`src/shared/psc_defs.vh`:
```
// Constants for the portal panel controller: register map, fields, resets, timing.
// Included by the panel controller only; holds definitions only.
`ifndef PSC_DEFS_VH
`define PSC_DEFS_VH

`define PSC_CLK_NS           100
`define PSC_SEC_NS           1000000000
`define PSC_ANIM_STEPS_PER_S 8

`define PSC_OFS_CFG          6'h00
`define PSC_OFS_NODE         6'h04
`define PSC_OFS_TIMES        6'h08
`define PSC_OFS_HOST_TO      6'h0C
`define PSC_OFS_TEST         6'h10
`define PSC_OFS_FLAGS        6'h14
`define PSC_OFS_CMD          6'h18
`define PSC_OFS_IRQ_ST       6'h1C
`define PSC_OFS_IRQ_MASK     6'h20
`define PSC_OFS_STATUS       6'h24

`define PSC_CFG_GATE         0
`define PSC_CFG_PEX          1
`define PSC_CFG_PPS          2
`define PSC_CFG_PFB          3

`define PSC_RST_NODE         7'h01
`define PSC_RST_ACK_TO_S     8'h1E
`define PSC_RST_EXTRA_S      8'h00
`define PSC_RST_HOST_TO_S    16'h012C
`define PSC_MOTION_BASE_S    16'h0005
`define PSC_PWR_OFF_S        16'h000A

`define PSC_OP_DISPLAY       4'h1
`define PSC_OP_CYC_ACTIVE    4'h2
`define PSC_OP_CYC_COMPUTER  4'h3
`define PSC_OP_CYC_MODEM     4'h4
`define PSC_OP_FIELD_OFF     4'h5
`define PSC_OP_FIELD_ON      4'h6
`define PSC_OP_RESET_FLAGS   4'h7

`define PSC_REPLY_OK         8'h01
`define PSC_REPLY_DONE       8'h00
`define PSC_REPLY_NONE       8'hFF

`define PSC_IRQ_TEST         0
`define PSC_IRQ_SEND         1
`define PSC_IRQ_PWR_DONE     2
`define PSC_IRQ_CMD_ACK      3
`define PSC_IRQ_DISP_TO      4
`define PSC_IRQ_W            5

`endif

```
`src/rtl/psc_sync.v`:
```
// Three-stage pin synchroniser; output changes once stages two and three agree.
// Assumes asynchronous level inputs and one clock.
`timescale 1ns/1ns
module psc_sync #(
  parameter W = 1
) (
  input  wire         clk,
  input  wire         rst_n,
  input  wire [W-1:0] pin,
  output wire [W-1:0] level
);
  reg [W-1:0] s1_r;
  reg [W-1:0] s2_r;
  reg [W-1:0] s3_r;
  reg [W-1:0] out_r;
  genvar i;
  generate
    for (i = 0; i < W; i = i + 1) begin : g_bit
      always @(posedge clk) begin
        if (!rst_n) begin
          s1_r[i]  <= 1'b0;
          s2_r[i]  <= 1'b0;
          s3_r[i]  <= 1'b0;
          out_r[i] <= 1'b0;
        end else begin
          s1_r[i] <= pin[i];
          s2_r[i] <= s1_r[i];
          s3_r[i] <= s2_r[i];
          if (s2_r[i] == s3_r[i]) begin
            out_r[i] <= s3_r[i];
          end
        end
      end
    end
  endgenerate
  assign level = out_r;
endmodule // psc_sync

```
`src/rtl/psc_sec_timer.v`:
```
// Seconds countdown timer; restartable, counts a shared one-second tick.
// Assumes tick is a one-cycle pulse on the same clock.
`timescale 1ns/1ns
module psc_sec_timer #(
  parameter W = 16
) (
  input  wire         clk,
  input  wire         rst_n,
  input  wire         tick,
  input  wire         start,
  input  wire [W-1:0] load,
  output wire         busy,
  output wire         done
);
  reg [W-1:0] count_r;
  reg         done_r;
  always @(posedge clk) begin
    if (!rst_n) begin
      count_r <= {W{1'b0}};
      done_r  <= 1'b0;
    end else begin
      done_r <= 1'b0;
      if (start) begin
        count_r <= load;
      end else if (tick && (count_r != {W{1'b0}})) begin
        count_r <= count_r - {{(W-1){1'b0}}, 1'b1};
        if (count_r == {{(W-1){1'b0}}, 1'b1}) begin
          done_r <= 1'b1;
        end
      end
    end
  end
  assign busy = (count_r != {W{1'b0}});
  assign done = done_r;
endmodule // psc_sec_timer

```
`src/rtl/psc_panel_ctrl.v`:
```
// Portal panel controller: display, buttons, motion gating, field LED, power cycling.
// Assumes one 10 MHz clock, synchronous reset and an Avalon-MM master.
`timescale 1ns/1ns
`include "psc_defs.vh"
module psc_panel_ctrl #(
  parameter TICK_CYC = `PSC_SEC_NS / `PSC_CLK_NS,
  parameter ANIM_CYC = TICK_CYC / `PSC_ANIM_STEPS_PER_S
) (
  input  wire        clk,
  input  wire        rst_n,
  input  wire [5:0]  avs_address,
  input  wire        avs_read,
  input  wire        avs_write,
  input  wire [31:0] avs_writedata,
  input  wire [3:0]  avs_byteenable,
  output reg  [31:0] avs_readdata,
  output reg         avs_waitrequest,
  input  wire        btn_test_pin,
  input  wire        btn_send_pin,
  input  wire        motion_pin,
  input  wire        exciter_fb_pin,
  input  wire        passive_fb_pin,
  input  wire        exciter_low_pin,
  output reg  [6:0]  seg_tens_r,
  output reg  [6:0]  seg_ones_r,
  output reg         field_led_r,
  output reg         exciter_en_r,
  output reg         passive_en_r,
  output reg         exciter_field_on_r,
  output reg  [2:0]  pwr_off_r,
  output reg         irq_r
);
  localparam integer TICK_LAST_I = TICK_CYC - 1;
  localparam integer ANIM_LAST_I = ANIM_CYC - 1;
  localparam [23:0] TICK_LAST = TICK_LAST_I[23:0];
  localparam [23:0] ANIM_LAST = ANIM_LAST_I[23:0];
  localparam [1:0] DM_IDLE  = 2'h0;
  localparam [1:0] DM_ACK   = 2'h1;
  localparam [1:0] DM_SHOW  = 2'h2;
  localparam [1:0] DM_FLASH = 2'h3;

  function [6:0] hex_seg;
    input [3:0] v;
    begin
      case (v)
        4'h0: hex_seg = 7'h3F;
        4'h1: hex_seg = 7'h06;
        4'h2: hex_seg = 7'h5B;
        4'h3: hex_seg = 7'h4F;
        4'h4: hex_seg = 7'h66;
        4'h5: hex_seg = 7'h6D;
        4'h6: hex_seg = 7'h7D;
        4'h7: hex_seg = 7'h07;
        4'h8: hex_seg = 7'h7F;
        4'h9: hex_seg = 7'h6F;
        4'hA: hex_seg = 7'h77;
        4'hB: hex_seg = 7'h7C;
        4'hC: hex_seg = 7'h39;
        4'hD: hex_seg = 7'h5E;
        4'hE: hex_seg = 7'h79;
        default: hex_seg = 7'h71;
      endcase
    end
  endfunction

  function [31:0] be_merge;
    input [31:0] old;
    input [31:0] nw;
    input [3:0]  be;
    integer k;
    begin
      be_merge = old;
      for (k = 0; k < 4; k = k + 1) begin
        if (be[k]) begin
          be_merge[k*8 +: 8] = nw[k*8 +: 8];
        end
      end
    end
  endfunction

  // Pin synchronisers and press edges
  wire [5:0] pins_s;
  psc_sync #(.W(6)) u_sync (
    .clk   (clk),
    .rst_n (rst_n),
    .pin   ({exciter_low_pin, passive_fb_pin, exciter_fb_pin,
             motion_pin, btn_send_pin, btn_test_pin}),
    .level (pins_s)
  );
  wire test_s    = pins_s[0];
  wire send_s    = pins_s[1];
  wire motion_s  = pins_s[2];
  wire exc_fb_s  = pins_s[3];
  wire pas_fb_s  = pins_s[4];
  wire exc_low_s = pins_s[5];

  reg        test_d_r;
  reg        send_d_r;
  wire       test_press = test_s & ~test_d_r;
  wire       send_press = send_s & ~send_d_r;

  // Tick prescalers
  reg [23:0] tick_cnt_r;
  reg [23:0] anim_cnt_r;
  reg        tick_r;
  reg        anim_r;
  reg [2:0]  anim_step_r;
  reg        boot_r;
  wire       blink_on = anim_step_r[2];

  always @(posedge clk) begin
    if (!rst_n) begin
      tick_cnt_r  <= 24'h000000;
      anim_cnt_r  <= 24'h000000;
      tick_r      <= 1'b0;
      anim_r      <= 1'b0;
      anim_step_r <= 3'h0;
      boot_r      <= 1'b1;
      test_d_r    <= 1'b0;
      send_d_r    <= 1'b0;
    end else begin
      boot_r   <= 1'b0;
      test_d_r <= test_s;
      send_d_r <= send_s;
      tick_r   <= (tick_cnt_r == TICK_LAST);
      anim_r   <= (anim_cnt_r == ANIM_LAST);
      tick_cnt_r <= (tick_cnt_r == TICK_LAST) ? 24'h000000 : tick_cnt_r + 24'h000001;
      anim_cnt_r <= (anim_cnt_r == ANIM_LAST) ? 24'h000000 : anim_cnt_r + 24'h000001;
      if (anim_r) begin
        anim_step_r <= anim_step_r + 3'h1;
      end
    end
  end

  // Register file
  reg [3:0]  cfg_r;
  reg [6:0]  node_r;
  reg [7:0]  ack_to_r;
  reg [7:0]  extra_r;
  reg [15:0] host_to_r;
  reg [7:0]  limit_r;
  reg [7:0]  result_r;
  reg [1:0]  flags_r;
  reg [7:0]  reply_r;
  reg [`PSC_IRQ_W-1:0] irq_st_r;
  reg [`PSC_IRQ_W-1:0] irq_mask_r;
  reg        cmd_go_r;
  reg [3:0]  cmd_op_r;
  reg [8:0]  cmd_arg_r;
  reg [1:0]  flags_nxt;
  reg [`PSC_IRQ_W-1:0] irq_nxt;
  reg [31:0] wv;
  reg [31:0] rd_nxt;

  wire wr_go = avs_write & ~avs_waitrequest;
  wire pwr_done;
  wire pwr_busy;
  wire disp_to;
  reg  [1:0] disp_mode_r;
  reg  [7:0] code_r;
  reg        test_mode_r;
  wire [`PSC_IRQ_W-1:0] irq_evt = {disp_to, cmd_go_r, pwr_done, send_press, test_press};

  always @* begin
    wv = be_merge(32'h00000000, avs_writedata, avs_byteenable);
    flags_nxt = flags_r;
    irq_nxt = irq_st_r;
    if (wr_go && avs_address == `PSC_OFS_FLAGS && avs_byteenable[0]) begin
      flags_nxt = flags_r & avs_writedata[1:0];
    end
    if (cmd_go_r && cmd_op_r == `PSC_OP_RESET_FLAGS) begin
      flags_nxt = 2'h0;
    end
    flags_nxt = flags_nxt | {send_press, test_press};
    if (wr_go && avs_address == `PSC_OFS_IRQ_ST) begin
      irq_nxt = irq_st_r & ~wv[`PSC_IRQ_W-1:0];
    end
    irq_nxt = irq_nxt | irq_evt;
    case (avs_address)
      `PSC_OFS_CFG:      rd_nxt = {28'h0000000, cfg_r};
      `PSC_OFS_NODE:     rd_nxt = {25'h0, node_r};
      `PSC_OFS_TIMES:    rd_nxt = {16'h0000, extra_r, ack_to_r};
      `PSC_OFS_HOST_TO:  rd_nxt = {16'h0000, host_to_r};
      `PSC_OFS_TEST:     rd_nxt = {16'h0000, result_r, limit_r};
      `PSC_OFS_FLAGS:    rd_nxt = {30'h0, flags_r};
      `PSC_OFS_CMD:      rd_nxt = {23'h0, pwr_busy, reply_r};
      `PSC_OFS_IRQ_ST:   rd_nxt = {27'h0, irq_st_r};
      `PSC_OFS_IRQ_MASK: rd_nxt = {27'h0, irq_mask_r};
      `PSC_OFS_STATUS:   rd_nxt = {24'h000000, disp_mode_r, pas_fb_s, exc_fb_s,
                                   motion_s, exciter_field_on_r, field_led_r, pwr_busy};
      default:           rd_nxt = 32'h00000000;
    endcase
  end

  always @(posedge clk) begin
    if (!rst_n) begin
      avs_waitrequest <= 1'b1;
      avs_readdata    <= 32'h00000000;
      cfg_r      <= 4'h0;
      node_r     <= `PSC_RST_NODE;
      ack_to_r   <= `PSC_RST_ACK_TO_S;
      extra_r    <= `PSC_RST_EXTRA_S;
      host_to_r  <= `PSC_RST_HOST_TO_S;
      limit_r    <= 8'h00;
      result_r   <= 8'h00;
      flags_r    <= 2'h0;
      reply_r    <= `PSC_REPLY_NONE;
      irq_st_r   <= {`PSC_IRQ_W{1'b0}};
      irq_mask_r <= {`PSC_IRQ_W{1'b0}};
      irq_r      <= 1'b0;
      cmd_go_r   <= 1'b0;
      cmd_op_r   <= 4'h0;
      cmd_arg_r  <= 9'h000;
    end else begin
      cmd_go_r <= 1'b0;
      flags_r  <= flags_nxt;
      irq_st_r <= irq_nxt;
      irq_r    <= |(irq_nxt & irq_mask_r);
      if ((avs_read || avs_write) && avs_waitrequest) begin
        avs_waitrequest <= 1'b0;
        avs_readdata    <= rd_nxt;
      end else begin
        avs_waitrequest <= 1'b1;
      end
      if (test_mode_r && send_press) begin
        result_r <= code_r;
      end
      if (cmd_go_r) begin
        reply_r <= `PSC_REPLY_OK;
      end
      if (pwr_done) begin
        reply_r <= `PSC_REPLY_DONE;
      end
      if (wr_go) begin
        case (avs_address)
          `PSC_OFS_CFG: begin
            if (avs_byteenable[0]) begin
              cfg_r <= avs_writedata[3:0];
            end
          end
          `PSC_OFS_NODE: begin
            if (avs_byteenable[0]) begin
              node_r <= avs_writedata[6:0];
            end
          end
          `PSC_OFS_TIMES: begin
            if (avs_byteenable[0]) begin
              ack_to_r <= avs_writedata[7:0];
            end
            if (avs_byteenable[1]) begin
              extra_r <= avs_writedata[15:8];
            end
          end
          `PSC_OFS_HOST_TO: begin
            if (avs_byteenable[0]) begin
              host_to_r[7:0] <= avs_writedata[7:0];
            end
            if (avs_byteenable[1]) begin
              host_to_r[15:8] <= avs_writedata[15:8];
            end
          end
          `PSC_OFS_TEST: begin
            if (avs_byteenable[0]) begin
              limit_r <= avs_writedata[7:0];
            end
          end
          `PSC_OFS_CMD: begin
            if (avs_byteenable == 4'hF && avs_writedata[14:8] == node_r) begin
              cmd_go_r  <= 1'b1;
              cmd_op_r  <= avs_writedata[3:0];
              cmd_arg_r <= avs_writedata[24:16];
            end
          end
          `PSC_OFS_IRQ_MASK: begin
            if (avs_byteenable[0]) begin
              irq_mask_r <= avs_writedata[`PSC_IRQ_W-1:0];
            end
          end
          default: begin
          end
        endcase
      end
    end
  end

  // Display state and timers
  wire host_done;
  wire ack_done;
  wire ack_start = (test_press | send_press) & (limit_r == 8'h00);
  reg  [7:0] disp_val_r;
  reg        disp_blink_r;

  psc_sec_timer #(.W(16)) u_host_to (
    .clk   (clk),
    .rst_n (rst_n),
    .tick  (tick_r),
    .start (boot_r),
    .load  (host_to_r),
    .busy  (),
    .done  (host_done)
  );
  psc_sec_timer #(.W(16)) u_ack_to (
    .clk   (clk),
    .rst_n (rst_n),
    .tick  (tick_r),
    .start (ack_start),
    .load  ({8'h00, ack_to_r}),
    .busy  (),
    .done  (ack_done)
  );
  assign disp_to = (host_done && disp_mode_r == DM_IDLE) ||
                   (ack_done && disp_mode_r == DM_ACK);

  always @(posedge clk) begin
    if (!rst_n) begin
      disp_mode_r  <= DM_IDLE;
      disp_val_r   <= 8'h00;
      disp_blink_r <= 1'b0;
      code_r       <= 8'h00;
      test_mode_r  <= 1'b0;
    end else begin
      if (cmd_go_r && cmd_op_r == `PSC_OP_DISPLAY) begin
        disp_mode_r  <= DM_SHOW;
        disp_val_r   <= cmd_arg_r[7:0];
        disp_blink_r <= cmd_arg_r[8];
        test_mode_r  <= 1'b0;
      end else if (test_press && limit_r != 8'h00) begin
        disp_mode_r  <= DM_SHOW;
        disp_blink_r <= 1'b0;
        test_mode_r  <= 1'b1;
        if (!test_mode_r || code_r >= limit_r) begin
          code_r     <= 8'h00;
          disp_val_r <= 8'h00;
        end else begin
          code_r     <= code_r + 8'h01;
          disp_val_r <= code_r + 8'h01;
        end
      end else if (ack_start) begin
        disp_mode_r <= DM_ACK;
        test_mode_r <= 1'b0;
      end else if (disp_to) begin
        disp_mode_r <= DM_FLASH;
      end
    end
  end

  always @(posedge clk) begin
    if (!rst_n) begin
      seg_tens_r <= 7'h00;
      seg_ones_r <= 7'h00;
    end else begin
      case (disp_mode_r)
        DM_IDLE, DM_ACK: begin
          seg_tens_r <= 7'h01 << ((anim_step_r >= 3'h6) ? 3'h0 : anim_step_r);
          seg_ones_r <= 7'h01 << ((anim_step_r >= 3'h6) ? 3'h0 : anim_step_r);
        end
        DM_SHOW: begin
          seg_tens_r <= (disp_blink_r && !blink_on) ? 7'h00 : hex_seg(disp_val_r[7:4]);
          seg_ones_r <= (disp_blink_r && !blink_on) ? 7'h00 : hex_seg(disp_val_r[3:0]);
        end
        default: begin
          seg_tens_r <= blink_on ? hex_seg(4'hF) : 7'h00;
          seg_ones_r <= blink_on ? hex_seg(4'hF) : 7'h00;
        end
      endcase
    end
  end

  // Motion gating and field LED
  wire motion_busy;
  wire gate_on = cfg_r[`PSC_CFG_GATE];
  wire exciter_present = cfg_r[`PSC_CFG_PEX];
  wire passive_reader_present = cfg_r[`PSC_CFG_PPS];
  wire feedback_required = cfg_r[`PSC_CFG_PFB];
  psc_sec_timer #(.W(16)) u_motion (
    .clk   (clk),
    .rst_n (rst_n),
    .tick  (tick_r),
    .start (motion_s),
    .load  (`PSC_MOTION_BASE_S + {8'h00, extra_r}),
    .busy  (motion_busy),
    .done  ()
  );
  wire trig = ~gate_on | motion_s | motion_busy;
  reg  led_base;
  always @* begin
    case ({exciter_present, passive_reader_present, feedback_required})
      3'b100, 3'b101: led_base = exc_fb_s;
      3'b011:         led_base = pas_fb_s;
      3'b110:         led_base = exc_fb_s;
      3'b111:         led_base = exc_fb_s & pas_fb_s;
      default:        led_base = 1'b1;
    endcase
  end
  wire led_blink = feedback_required & exciter_present & exc_low_s;

  always @(posedge clk) begin
    if (!rst_n) begin
      field_led_r  <= 1'b0;
      exciter_en_r <= 1'b0;
      passive_en_r <= 1'b0;
    end else begin
      exciter_en_r <= trig;
      passive_en_r <= trig;
      field_led_r  <= trig & led_base & (~led_blink | blink_on);
    end
  end

  // Power cycling and exciter field
  wire pwr_cmd = cmd_go_r && (cmd_op_r == `PSC_OP_CYC_ACTIVE ||
                 cmd_op_r == `PSC_OP_CYC_COMPUTER || cmd_op_r == `PSC_OP_CYC_MODEM);
  wire pwr_start = pwr_cmd & ~pwr_busy;
  psc_sec_timer #(.W(16)) u_pwr (
    .clk   (clk),
    .rst_n (rst_n),
    .tick  (tick_r),
    .start (pwr_start),
    .load  (`PSC_PWR_OFF_S),
    .busy  (pwr_busy),
    .done  (pwr_done)
  );
  always @(posedge clk) begin
    if (!rst_n) begin
      pwr_off_r          <= 3'h0;
      exciter_field_on_r <= 1'b1;
    end else begin
      if (pwr_start) begin
        case (cmd_op_r)
          `PSC_OP_CYC_ACTIVE:   pwr_off_r <= 3'h1;
          `PSC_OP_CYC_COMPUTER: pwr_off_r <= 3'h2;
          default:              pwr_off_r <= 3'h4;
        endcase
      end else if (pwr_done) begin
        pwr_off_r <= 3'h0;
      end
      if (cmd_go_r && cmd_op_r == `PSC_OP_FIELD_OFF) begin
        exciter_field_on_r <= 1'b0;
      end else if (cmd_go_r && cmd_op_r == `PSC_OP_FIELD_ON) begin
        exciter_field_on_r <= 1'b1;
      end
    end
  end
endmodule // psc_panel_ctrl

```
`config.mk`:
```
export PLATFORM = sky130hd
export DESIGN_NAME = psc_panel_ctrl
export DESIGN_NICKNAME = d
export VERILOG_FILES = /design/src/rtl/psc_sync.v /design/src/rtl/psc_sec_timer.v /design/src/rtl/psc_panel_ctrl.v
export VERILOG_INCLUDE_DIRS = /design/src /design/src/shared
export SDC_FILE = /design/constraint.sdc
export NUM_CORES = 1
export LEC_CHECK = 0
export ABC_AREA = 1
export BUFFER_PORTS_ARGS = -buffer_cell sky130_fd_sc_hd__buf_2
export CAP_MARGIN = 5
export CORE_MARGIN = 2
export CORE_UTILIZATION = 45
export DETAILED_ROUTE_END_ITERATION = 7
export HOLD_SLACK_MARGIN = 0.02
export PLACE_DENSITY_LB_ADDON = 0.3
export SKIP_LAST_GASP = 1
export SYNTH_ARGS = -nofsm -noshare
export SYNTH_HDL_FRONTEND = slang
export SYNTH_SLANG_ARGS = --single-unit
```
`constraint.sdc`:
```
create_clock -name clk -period 2.6 [get_ports clk]
set_input_delay 0.13 -clock clk [delete_from_list [all_inputs] [get_ports clk]]
set_output_delay 0.13 -clock clk [all_outputs]
set_load 0.02 [all_outputs]
```
Word-level counts from Yosys, hierarchy flattened

Memory sizes are Yosys's and may differ from the RTL's. A register that Yosys moved wholly into a read port is not among the register bits.
Index checks and enable logic that the tools add are counted.

Output and inout bits: 55
Memories kept: 2
Memory bits (read-only): 224
Word-level logic and storage cells: 268
Flip-flop bits (word level): 314
Input port bits: 52

Shift-type cells: 1
Multiplexer cells: 48
Bitwise logic cells: 31
Equal/unequal tests: 36
Reduce and logical (&&, ||, !) cells: 68
Magnitude comparators: 2
Add/subtract/negate cells: 9

Memories:

| name            | words | bits a word | rd ports | clocked after Yosys merged registers in | write ports | RTL line            | text |
|---|---|---|---|---|---|---|---|
| (no name shown) | 16    | 7           | 1        | 1                                       | 0           | psc_panel_ctrl.v:45 | `case (v)` |
| (no name shown) | 16    | 7           | 1        | 1                                       | 0           | psc_panel_ctrl.v:45 |  |

Operators with widths:

| cell                                                | count |
|---|---|
| case mux 16 bit (10 select lines)                   | 1 |
| two-way mux 16 bit                                  | 4 |
| nonzero test 16 bit                                 | 4 |
| subtractor 16 x 1 -> 16 bit (second input constant) | 4 |
| two-way mux 8 bit                                   | 7 |
| adder 24 x 1 -> 24 bit (second input constant)      | 2 |
| == test 16 x 1 -> 1 bit (second input constant)     | 3 |
| AND reduction 3 bit                                 | 10 |
| case mux 7 bit (2 select lines)                     | 2 |
| == test 24 x 21 -> 1 bit (second input constant)    | 1 |
| == test 24 bit (second input constant)              | 1 |
| == test 6 x 5 -> 1 bit (second input constant)      | 4 |
| two-way mux 4 bit                                   | 6 |
| two-way mux 7 bit                                   | 3 |
| nonzero test 2 bit                                  | 10 |
| logical AND 1 bit                                   | 19 |
| == test 4 x 3 -> 1 bit (second input constant)      | 4 |
| OR reduction 3 bit                                  | 5 |
| == test 3 bit (second input constant)               | 4 |
| == test 6 x 4 -> 1 bit (second input constant)      | 2 |
| == test 6 bit (second input constant)               | 2 |
| two-way mux 1 bit                                   | 12 |
| two-way mux 2 bit                                   | 6 |
| OR reduction 2 bit                                  | 6 |
| 36 further kinds                                    | 73 |

Logic depth before layout (Yosys ltp)

Gate-level depths: netlist of run 1.

Depth after elaboration: 7
Mapped depth: 21
Mapped depth without buffers: 21

Hierarchy

From an unflattened synthesis of run 1, not the netlist that was laid out.

Cell total of the unflattened synthesis: 2,403
Area total of the unflattened synthesis: 16,168.0 um^2

Modules (own cells, without submodules):

| module         | instances | seq. area each (um^2) | area an instance (um^2) | cells an instance |
|---|---|---|---|---|
| psc_panel_ctrl | 1         | 4,304.1               | 10,358.7                | 1,467 |
| psc_sec_timer  | 4         | 340.3                 | 1,270.0                 | 214 |
| psc_sync       | 1         | 480.5                 | 729.4                   | 80 |

Least setup slack after synthesis of run 1

No wires, ideal clock.

Kind: reg2reg
Start point: register code_r[0]
End point: register (tool-made name)
Buffers on the path: 0
Data required time: 2.487 ns
Library setup time: 0.113 ns
Slack: 0.451 ns
Arrival time: 2.036 ns
Clock period less this slack: 2.149 ns
Cell stages (with the launch flop): 19
Path through: dfxtp_1 -> inv_1 -> ha_1 -> inv_1 -> nand2_1 -> nand2_1 -> nand2_1 -> nand2_1 -> nand2_1 -> nand2_1 -> nand2_1 -> inv_1 -> nand2_1 -> nand2_1 -> nand2_1 -> ha_1 -> nand3b_1 -> nand3_1 -> nand2_1

RTL lines:

| what                   | RTL line             | text |
|---|---|---|
| start, declared        | psc_panel_ctrl.v:160 | `reg [7:0] code_r;` |
| start signal, assigned | psc_panel_ctrl.v:335 | `code_r <= code_r + 8'h01;` |

==> results.py, run 1 <==
metrics = {
    "die": {
        "ioPinCount": 107,
        "die_area_mm2": 0.0346,
        "fp.dieW_um": 186,
        "initial_core_util": 0.458,
        "num_rows": 66,
        "core_mm2": 0.0325,
        "die_h_um": 186,
    },
    "timing": {
        "rsz0062_at_grt": "no",
        "skew_ns": 0.0142,
        "slew_violations": 0,
        "setup-tns-final_ns": 0,
        "setup_viol": 0,
        "tightest_slew_ns": 0.699,
        "finalCritPeriodShare": 0.907,
        "finalHoldViolCount": 0,
        "fmax_mhz": 424,
        "maxSlewHeadroom": 0.532,
        "fin_crit_ns": 2.36,
    },
    "setup_path": {
        "cp-end-kind": "register",
        "crit_type": "register to register",
        "r2r-start": "limit_r[5]",
        "start_kind": "register",
        "startpoint": "limit_r[5]",
        "critPathRequiredTime_ns": 3.01,
        "cp.arrival_ns": 2.77,
        "path_max_fanout": 7,
    },
    "cts": {
        "cts_buffer_depth": 3,
        "postCtsSetupRepairBufs": 0,
        "cts.sinks": 306,
        "cts_tree": "built",
        "htree_levels": 2,
        "cts_buffers": 35,
        "clock_tree.root_cell": "clkbuf_16",
        "path_clk_slew_ns": 0.06,
        "clk_latency_ns": 0.52,
    },
    "cells_and_area": {
        "area_growth_pct": 16.2,
        "final_cell_mix": "nand2_1 (461), dfxtp_1 (305), nor2_1 (267), inv_1 (261), a21oi_1 (168)",
        "n_antenna_cell": 0,
        "drive_gt1_frac": 0.111,
        "nNetsFinal": 2316,
        "mostFrequentLayoutCell": "nand2_1",
    },
    "detailed_routing": {
        "drt-initial-drc-count": 1021,
        "vias": 13800,
        "drc_errors": 0,
        "ant_nets": 0,
        "drt_pass1_iterations": 6,
        "wl_per_cell_um": 14.3,
        "via_per_inst": 5.11,
        "wirelength_mm": 38.6,
    },
    "synthesis": {
        "synth.top_cells.by_area": "dfxtp_1 (41%), nand2_1 (12%), nor2_1 (6.7%)",
        "synth_compound_area_frac": 0.143,
        "synth-seq-cells": 306,
        "syn_inst": 2110,
        "synth_cell_type_count": 55,
        "ys.flop_type": "dfxtp_1",
        "synth_top_family_by_area": "simple AND/OR/NAND/NOR gates",
        "ys_seq_area_frac": 0.411,
        "ys_async_sr_fraction": 0,
        "avgSynthCellArea_um2": 7.06,
        "ys.warnings.count": 0,
        "synth-edff-count": 0,
        "yosys.area_share.adder": 0.0302,
        "yosys.area_share.xor_xnor": 0.0270,
        "synth.area.mux_share": 0,
        "synth_top_area_cell": "dfxtp_1",
        "synth.cell_area_mm2": 0.0149,
        "yosys.area_share.simple": 0.292,
        "synthDominantCellAreaShare": 0.411,
    },
    "power": {
        "p_leak_nw": 7.80,
        "p_total_mw": 10.6,
        "switching_share": 0.219,
        "p_int_mw": 8.30,
        "power.density_mw_per_mm2": 614,
        "combPwrFrac": 0.045,
        "ir_drop_mv": 0.394,
        "netSwitchingPower_mw": 2.33,
        "pwr-share-seq": 0.448,
        "pwr-share-clk": 0.508,
    },
    "flow_run": {
        "cap_violations": 0,
    },
    "placed_design": {
        "io_buffers": 83,
        "gp_congestion": 0.900,
        "dp_hpwl_mm": 28.2,
    },
    "global_route": {
        "gr-total-overflow": 0,
        "grt_pass1_wl_mm": 62.1,
        "grt_max_degree": 73,
        "grt_pass1_vias": 12900,
        "grt_antenna_before_repair": 0,
        "track_usage": 0.223,
    },
    "status": {
        "outcome": "completed",
    },
    "hold_path": {
        "min_path_type": "primary input to register",
        "min_from": "avs_read",
    },
}
[repair_timing]
action                                  CTS  global route
endpoints found under the hold margin    46             0
endpoints found under the setup margin    0            12
gates resized for setup                   0             4
hold buffers                             32             0
[worst paths after layout]
| path | to | slack (ns) | cells after the start |
|---|---|---|---|
| hold reg to reg | u_sync.s2_r[5] | 0.41 | 2 |
| hold / removal | avs_readdata[6] | 0.11 | 5 |
| setup / recovery | register | 0.24 | 14 |
| setup reg to reg | register | 0.24 | 14 |
[state kept, by name, summed over array words and instances, names as in the netlist, 9 cells and up, named ones only]
register           cells
u_ack_to.count_r      16
u_motion.count_r      16
u_pwr.count_r         16
cmd_arg_r              9
host_to_r             16
u_host_to.count_r     16
avs_readdata          16
anim_cnt_r            24
tick_cnt_r            24
[per-stage QoR]
stage                     std cells  worst slack (ns)   util  area [um2]  hold slack (ns)
after floorplan                2125             0.451      -       15000            0.228
after global placement         2601             0.155  0.483       15700            0.316
after detailed placement       2601             0.120  0.483       15700            0.318
after CTS                      2695             0.100  0.532       17300           0.0980
after global routing           2695            0.0302  0.532       17300            0.122
final                          2695             0.243  0.532       17300            0.105
[critical path, cell delays in order, from the launching register on]
cell	delay [ns]
dfxtp_1	0.33
inv_1	0.07
ha_1	0.30
a21oi_1	0.16
nor2_1	0.08
nor2_4	0.18
nand2_2	0.12
inv_1	0.06
nand2_1	0.07
nand2_1	0.10
nand2_1	0.13
ha_1	0.32
nand3b_1	0.17
nand3_1	0.10
nand2_1	0.05
[power by group through the flow]
stage | logic [mW] | clock network, mW | registers [mW]
6_report | 0.476 | 5.39 | 4.76
4_1_cts | 0.474 | 5.50 | 4.76
3_3_place_gp | 0.428 | 0 | 4.86
2_1_floorplan | 0.300 | 0 | 4.86
5_1_grt | 0.527 | 5.70 | 4.76
3_5_place_dp | 0.433 | 0 | 4.86
[final cells by class]
| type | count | area, um2 |
|---|---|---|
| Clock buffer | 49 | 1050 |
| Clock inverter | 13 | 220 |
| Fill cell | 3180 | 15200 |
| Inverter | 278 | 1040 |
| Multi-Input combinational cell | 1471 | 7420 |
| Sequential cell | 306 | 6130 |
| Tap cell | 442 | 553 |
| Timing Repair Buffer | 136 | 896 |
[cells in the mapped netlist (5+ instances only)]
cell / instances
nor2_1: 267
nor4_1: 9
a31oi_1: 6
o21ai_1: 9
nand2_2: 17
nor3b_1: 8
or2_2: 5
buf_1: 7
buf_4: 20
nand3_2: 5
nand3b_1: 7
buf_2: 13
xnor2_1: 12
ha_1: 36
inv_2: 14
nand2_1: 463
nor3_1: 39
nand4_1: 21
inv_1: 261
o21ai_0: 134
a22oi_1: 12
a21oi_1: 168
o22ai_1: 9
o31ai_1: 6
dfxtp_1: 306
nor2_2: 15
clkbuf_1: 27
a211oi_1: 8
xor2_1: 34
o211ai_1: 14
nor2_4: 11
nand3_1: 105
o21bai_1: 7
[cells by family after synthesis]
kind of cell / count (synthesis)
compound gates: 386
fa+ha+maj: 36
flops: 306
buf+inv: 348
other cells: 1
xor+xnor: 46
simple gates: 987
[per-layer routing]
metal  track usage  part of all wire  vias to the layer above
met5             0                 0                        -
met4        0.0907             0.037                        0
met3        0.0311             0.055                       83
met2         0.376              0.46                      427
met1         0.286              0.45                     6241
li1              -                 -                     7007
No activity file was read; power rests on OpenSTA's default activity.
==> inputs of run 2 (changes only) <==
- ABC_AREA: 1 -> default
==> run 2 against run 1 <==
Highest routed layer unchanged. Global-route usage fell by 0.83 points. Non-clock buffer count rose by 52. Cell area fell by 4.3%. Via count is 13% lower. Worst setup slack got worse by 0.16 ns. Worst hold slack worse by 0.078 ns. Count of clock-buffer cells in the layout up 1. Clock power down 12%. Area after synthesis decreased by 6.9%. Die area fell by 6.8%. First-iteration DRC count grew 0.20%. Flip-flop and latch count unchanged.
==> results.py, run 2 <==
metrics = {
    "status": {
        "outcome": "completed",
    },
    "setup_path": {
        "start_kind": "register",
        "path_max_fanout": 7,
        "cp-end-kind": "register",
        "crit_type": "register to register",
        "critPathRequiredTime_ns": 3.02,
        "cp.arrival_ns": 2.94,
    },
    "die": {
        "num_rows": 64,
        "die_h_um": 180,
        "ioPinCount": 107,
        "fp.dieW_um": 180,
        "initial_core_util": 0.456,
        "die_area_mm2": 0.0322,
        "core_mm2": 0.0304,
    },
    "timing": {
        "maxSlewHeadroom": 0.173,
        "finalCritPeriodShare": 0.970,
        "finalHoldViolCount": 0,
        "setup_viol": 0,
        "tightest_slew_ns": 1.23,
        "fmax_mhz": 397,
        "fin_crit_ns": 2.52,
        "slew_violations": 0,
        "skew_ns": 0.0147,
    },
    "power": {
        "ir_drop_mv": 0.468,
        "p_leak_nw": 6.38,
        "power.density_mw_per_mm2": 597,
    },
    "global_route": {
        "grt_util_met1": 0.281,
        "met2_usage": 0.349,
        "grt_antenna_before_repair": 1,
        "track_usage": 0.214,
        "grt_pass1_vias": 11400,
        "grt_max_degree": 134,
        "gr-total-overflow": 0,
        "grt_pass1_wl_mm": 57.7,
        "busiest_layer": "met2",
        "grt.met3_usage": 0.0373,
    },
    "detailed_routing": {
        "vias": 12000,
        "drt-initial-drc-count": 1023,
        "via_per_inst": 5.47,
        "wirelength_mm": 35.5,
        "drc_errors": 0,
        "drt_pass1_iterations": 6,
        "wl_per_cell_um": 16.2,
        "ant_nets": 0,
    },
    "cts": {
        "cts.sinks": 306,
        "htree_levels": 2,
        "cts_buffer_depth": 3,
        "cts_tree": "built",
        "path_clk_slew_ns": 0.06,
        "clock_tree.root_cell": "clkbuf_16",
        "cts_buffers": 35,
        "clk_latency_ns": 0.51,
    },
    "synthesis": {
        "synth.most_common_cell": "dfxtp_1",
        "ys.flop_type": "dfxtp_1",
        "synth_commonest_cells": "dfxtp_1 (306), nor2_1 (202), nand2_1 (185)",
        "synth.top_cells.by_area": "dfxtp_1 (44%), nor2_1 (5.5%), nand2_1 (5.0%)",
        "ys.warnings.count": 0,
        "synth_top_area_cell": "dfxtp_1",
        "synthDominantCellAreaShare": 0.442,
        "synth-edff-count": 0,
        "synth_cell_type_count": 81,
        "ys_async_sr_fraction": 0,
        "synth-seq-cells": 306,
        "synth.cell_area_mm2": 0.0139,
        "avgSynthCellArea_um2": 8.53,
        "ys_seq_area_frac": 0.442,
        "syn_inst": 1626,
    },
    "cells_and_area": {
        "mostFrequentLayoutCell": "dfxtp_1",
        "fin_util": 0.544,
        "largestRegisters": "anim_cnt_r (24), tick_cnt_r (24)",
        "nNetsFinal": 1863,
        "n_fill_cell": 2780,
        "drive_gt1_frac": 0.158,
        "seqCellArea_mm2": 0.00614,
        "multi_input_area_mm2": 0.00735,
        "final_cell_mix": "dfxtp_1 (299), nor2_1 (202), nand2_1 (185), a21oi_1 (129), nand3_1 (88)",
        "instances_no_fill": 2191,
        "area_growth_pct": 19.5,
    },
    "placed_design": {
        "place_inst": 2095,
        "io_buffers": 83,
        "gp_congestion": 0.896,
        "dp_hpwl_mm": 25.1,
    },
    "flow_run": {
        "cap_violations": 0,
    },
    "hold_path": {
        "min_path_type": "primary input to register",
    },
}
-- run 2: path summary, 6_finish.rpt --
kind | slack (ns) | start | depth (start not counted) | to
worst max-delay path | 0.08 | limit_r[4] | 12 | register
worst min-delay path | 0.03 | avs_writedata[3] | 3 | ack_to_r[3]
worst max register to register | 0.08 | limit_r[4] | 12 | register
worst min register to register | 0.43 | u_sync.s1_r[4] | 1 | u_sync.s2_r[4]
-- run 2: area by class of cell --
type,count,area share
Antenna cell,1,0.000151
Timing Repair Buffer,188,0.0786
Multi-Input combinational cell,1199,0.444
Clock buffer,50,0.0625
Inverter,45,0.0103
Tap cell,396,0.0299
Clock inverter,6,0.00393
Sequential cell,306,0.371
-- run 2: repair_timing --
item                                   in CTS  in global routing
endpoints found under the hold margin      62                  0
buffers inserted                            2                  4
hold buffers                               33                  0
resized for setup                           5                 30
setup endpoints to repair                   6                 14
pin swaps                                   4                  7
gates cloned                                0                  0
-- run 2: per-layer routing --
layer	wire length, um	vias up
met2	16500	378
met1	15600	5612
met4	1290	0
li1	-	5902
met5	0	-
met3	2110	82
-- run 2: cell families (layout without fill, tap and decap cells) --
| group | count (synthesis) | in the layout | synth area share |
|---|---|---|---|
| AO/OA/AOI/OAI | 297 | 297 | 0.136 |
| adder cells (fa/ha/maj) | 36 | 36 | 0.0325 |
| flip-flops | 306 | 306 | 0.442 |
| XOR/XNOR | 110 | 110 | 0.0695 |
| buffers and inverters | 136 | 289 | 0.0436 |
| multiplexers | 37 | 37 | 0.0287 |
| other | 1 | 17 | 0.000271 |
| AND/OR/NAND/NOR | 703 | 703 | 0.247 |
-- run 2: power by group --
part	switching, mW	internal [mW]	total (mW)
clock	1.87	2.86	4.72
combinational	0.258	0.141	0.398
sequential	0.0320	4.73	4.76
total	2.16	7.73	9.88
-- run 2: critical path, cell delays in order (launching register included) --
cell and delay [ns]:
dfxtp_4 0.37, inv_1 0.05, ha_1 0.22, a211oi_2 0.21
o21ai_1 0.12, a21oi_2 0.20, buf_6 0.16, and3_4 0.19
o21ai_2 0.07, buf_4 0.17, ha_1 0.18, mux2_2 0.28
a211oi_2 0.21
-- run 2: stage by stage --
| stage | hold WS, ns | setup slack (ns) | TNS [ns] | power, mW | cell area (um2) |
|---|---|---|---|---|---|
| 6_report | 0.0275 | 0.0781 | 0 | 9.88 | 16600 |
| 5_1_grt | 0.0435 | -0.0554 | -0.249 | 10.2 | 16600 |
| 4_1_cts | 0.0206 | 0.000148 | 0 | 9.97 | 16400 |
| 3_5_place_dp | 0.342 | -0.0508 | -0.113 | 5.22 | 14900 |
| 3_3_place_gp | 0.340 | 0.00232 | 0 | 5.21 | 14900 |
| 2_1_floorplan | 0.254 | 0.00278 | 0 | 5.10 | 13900 |
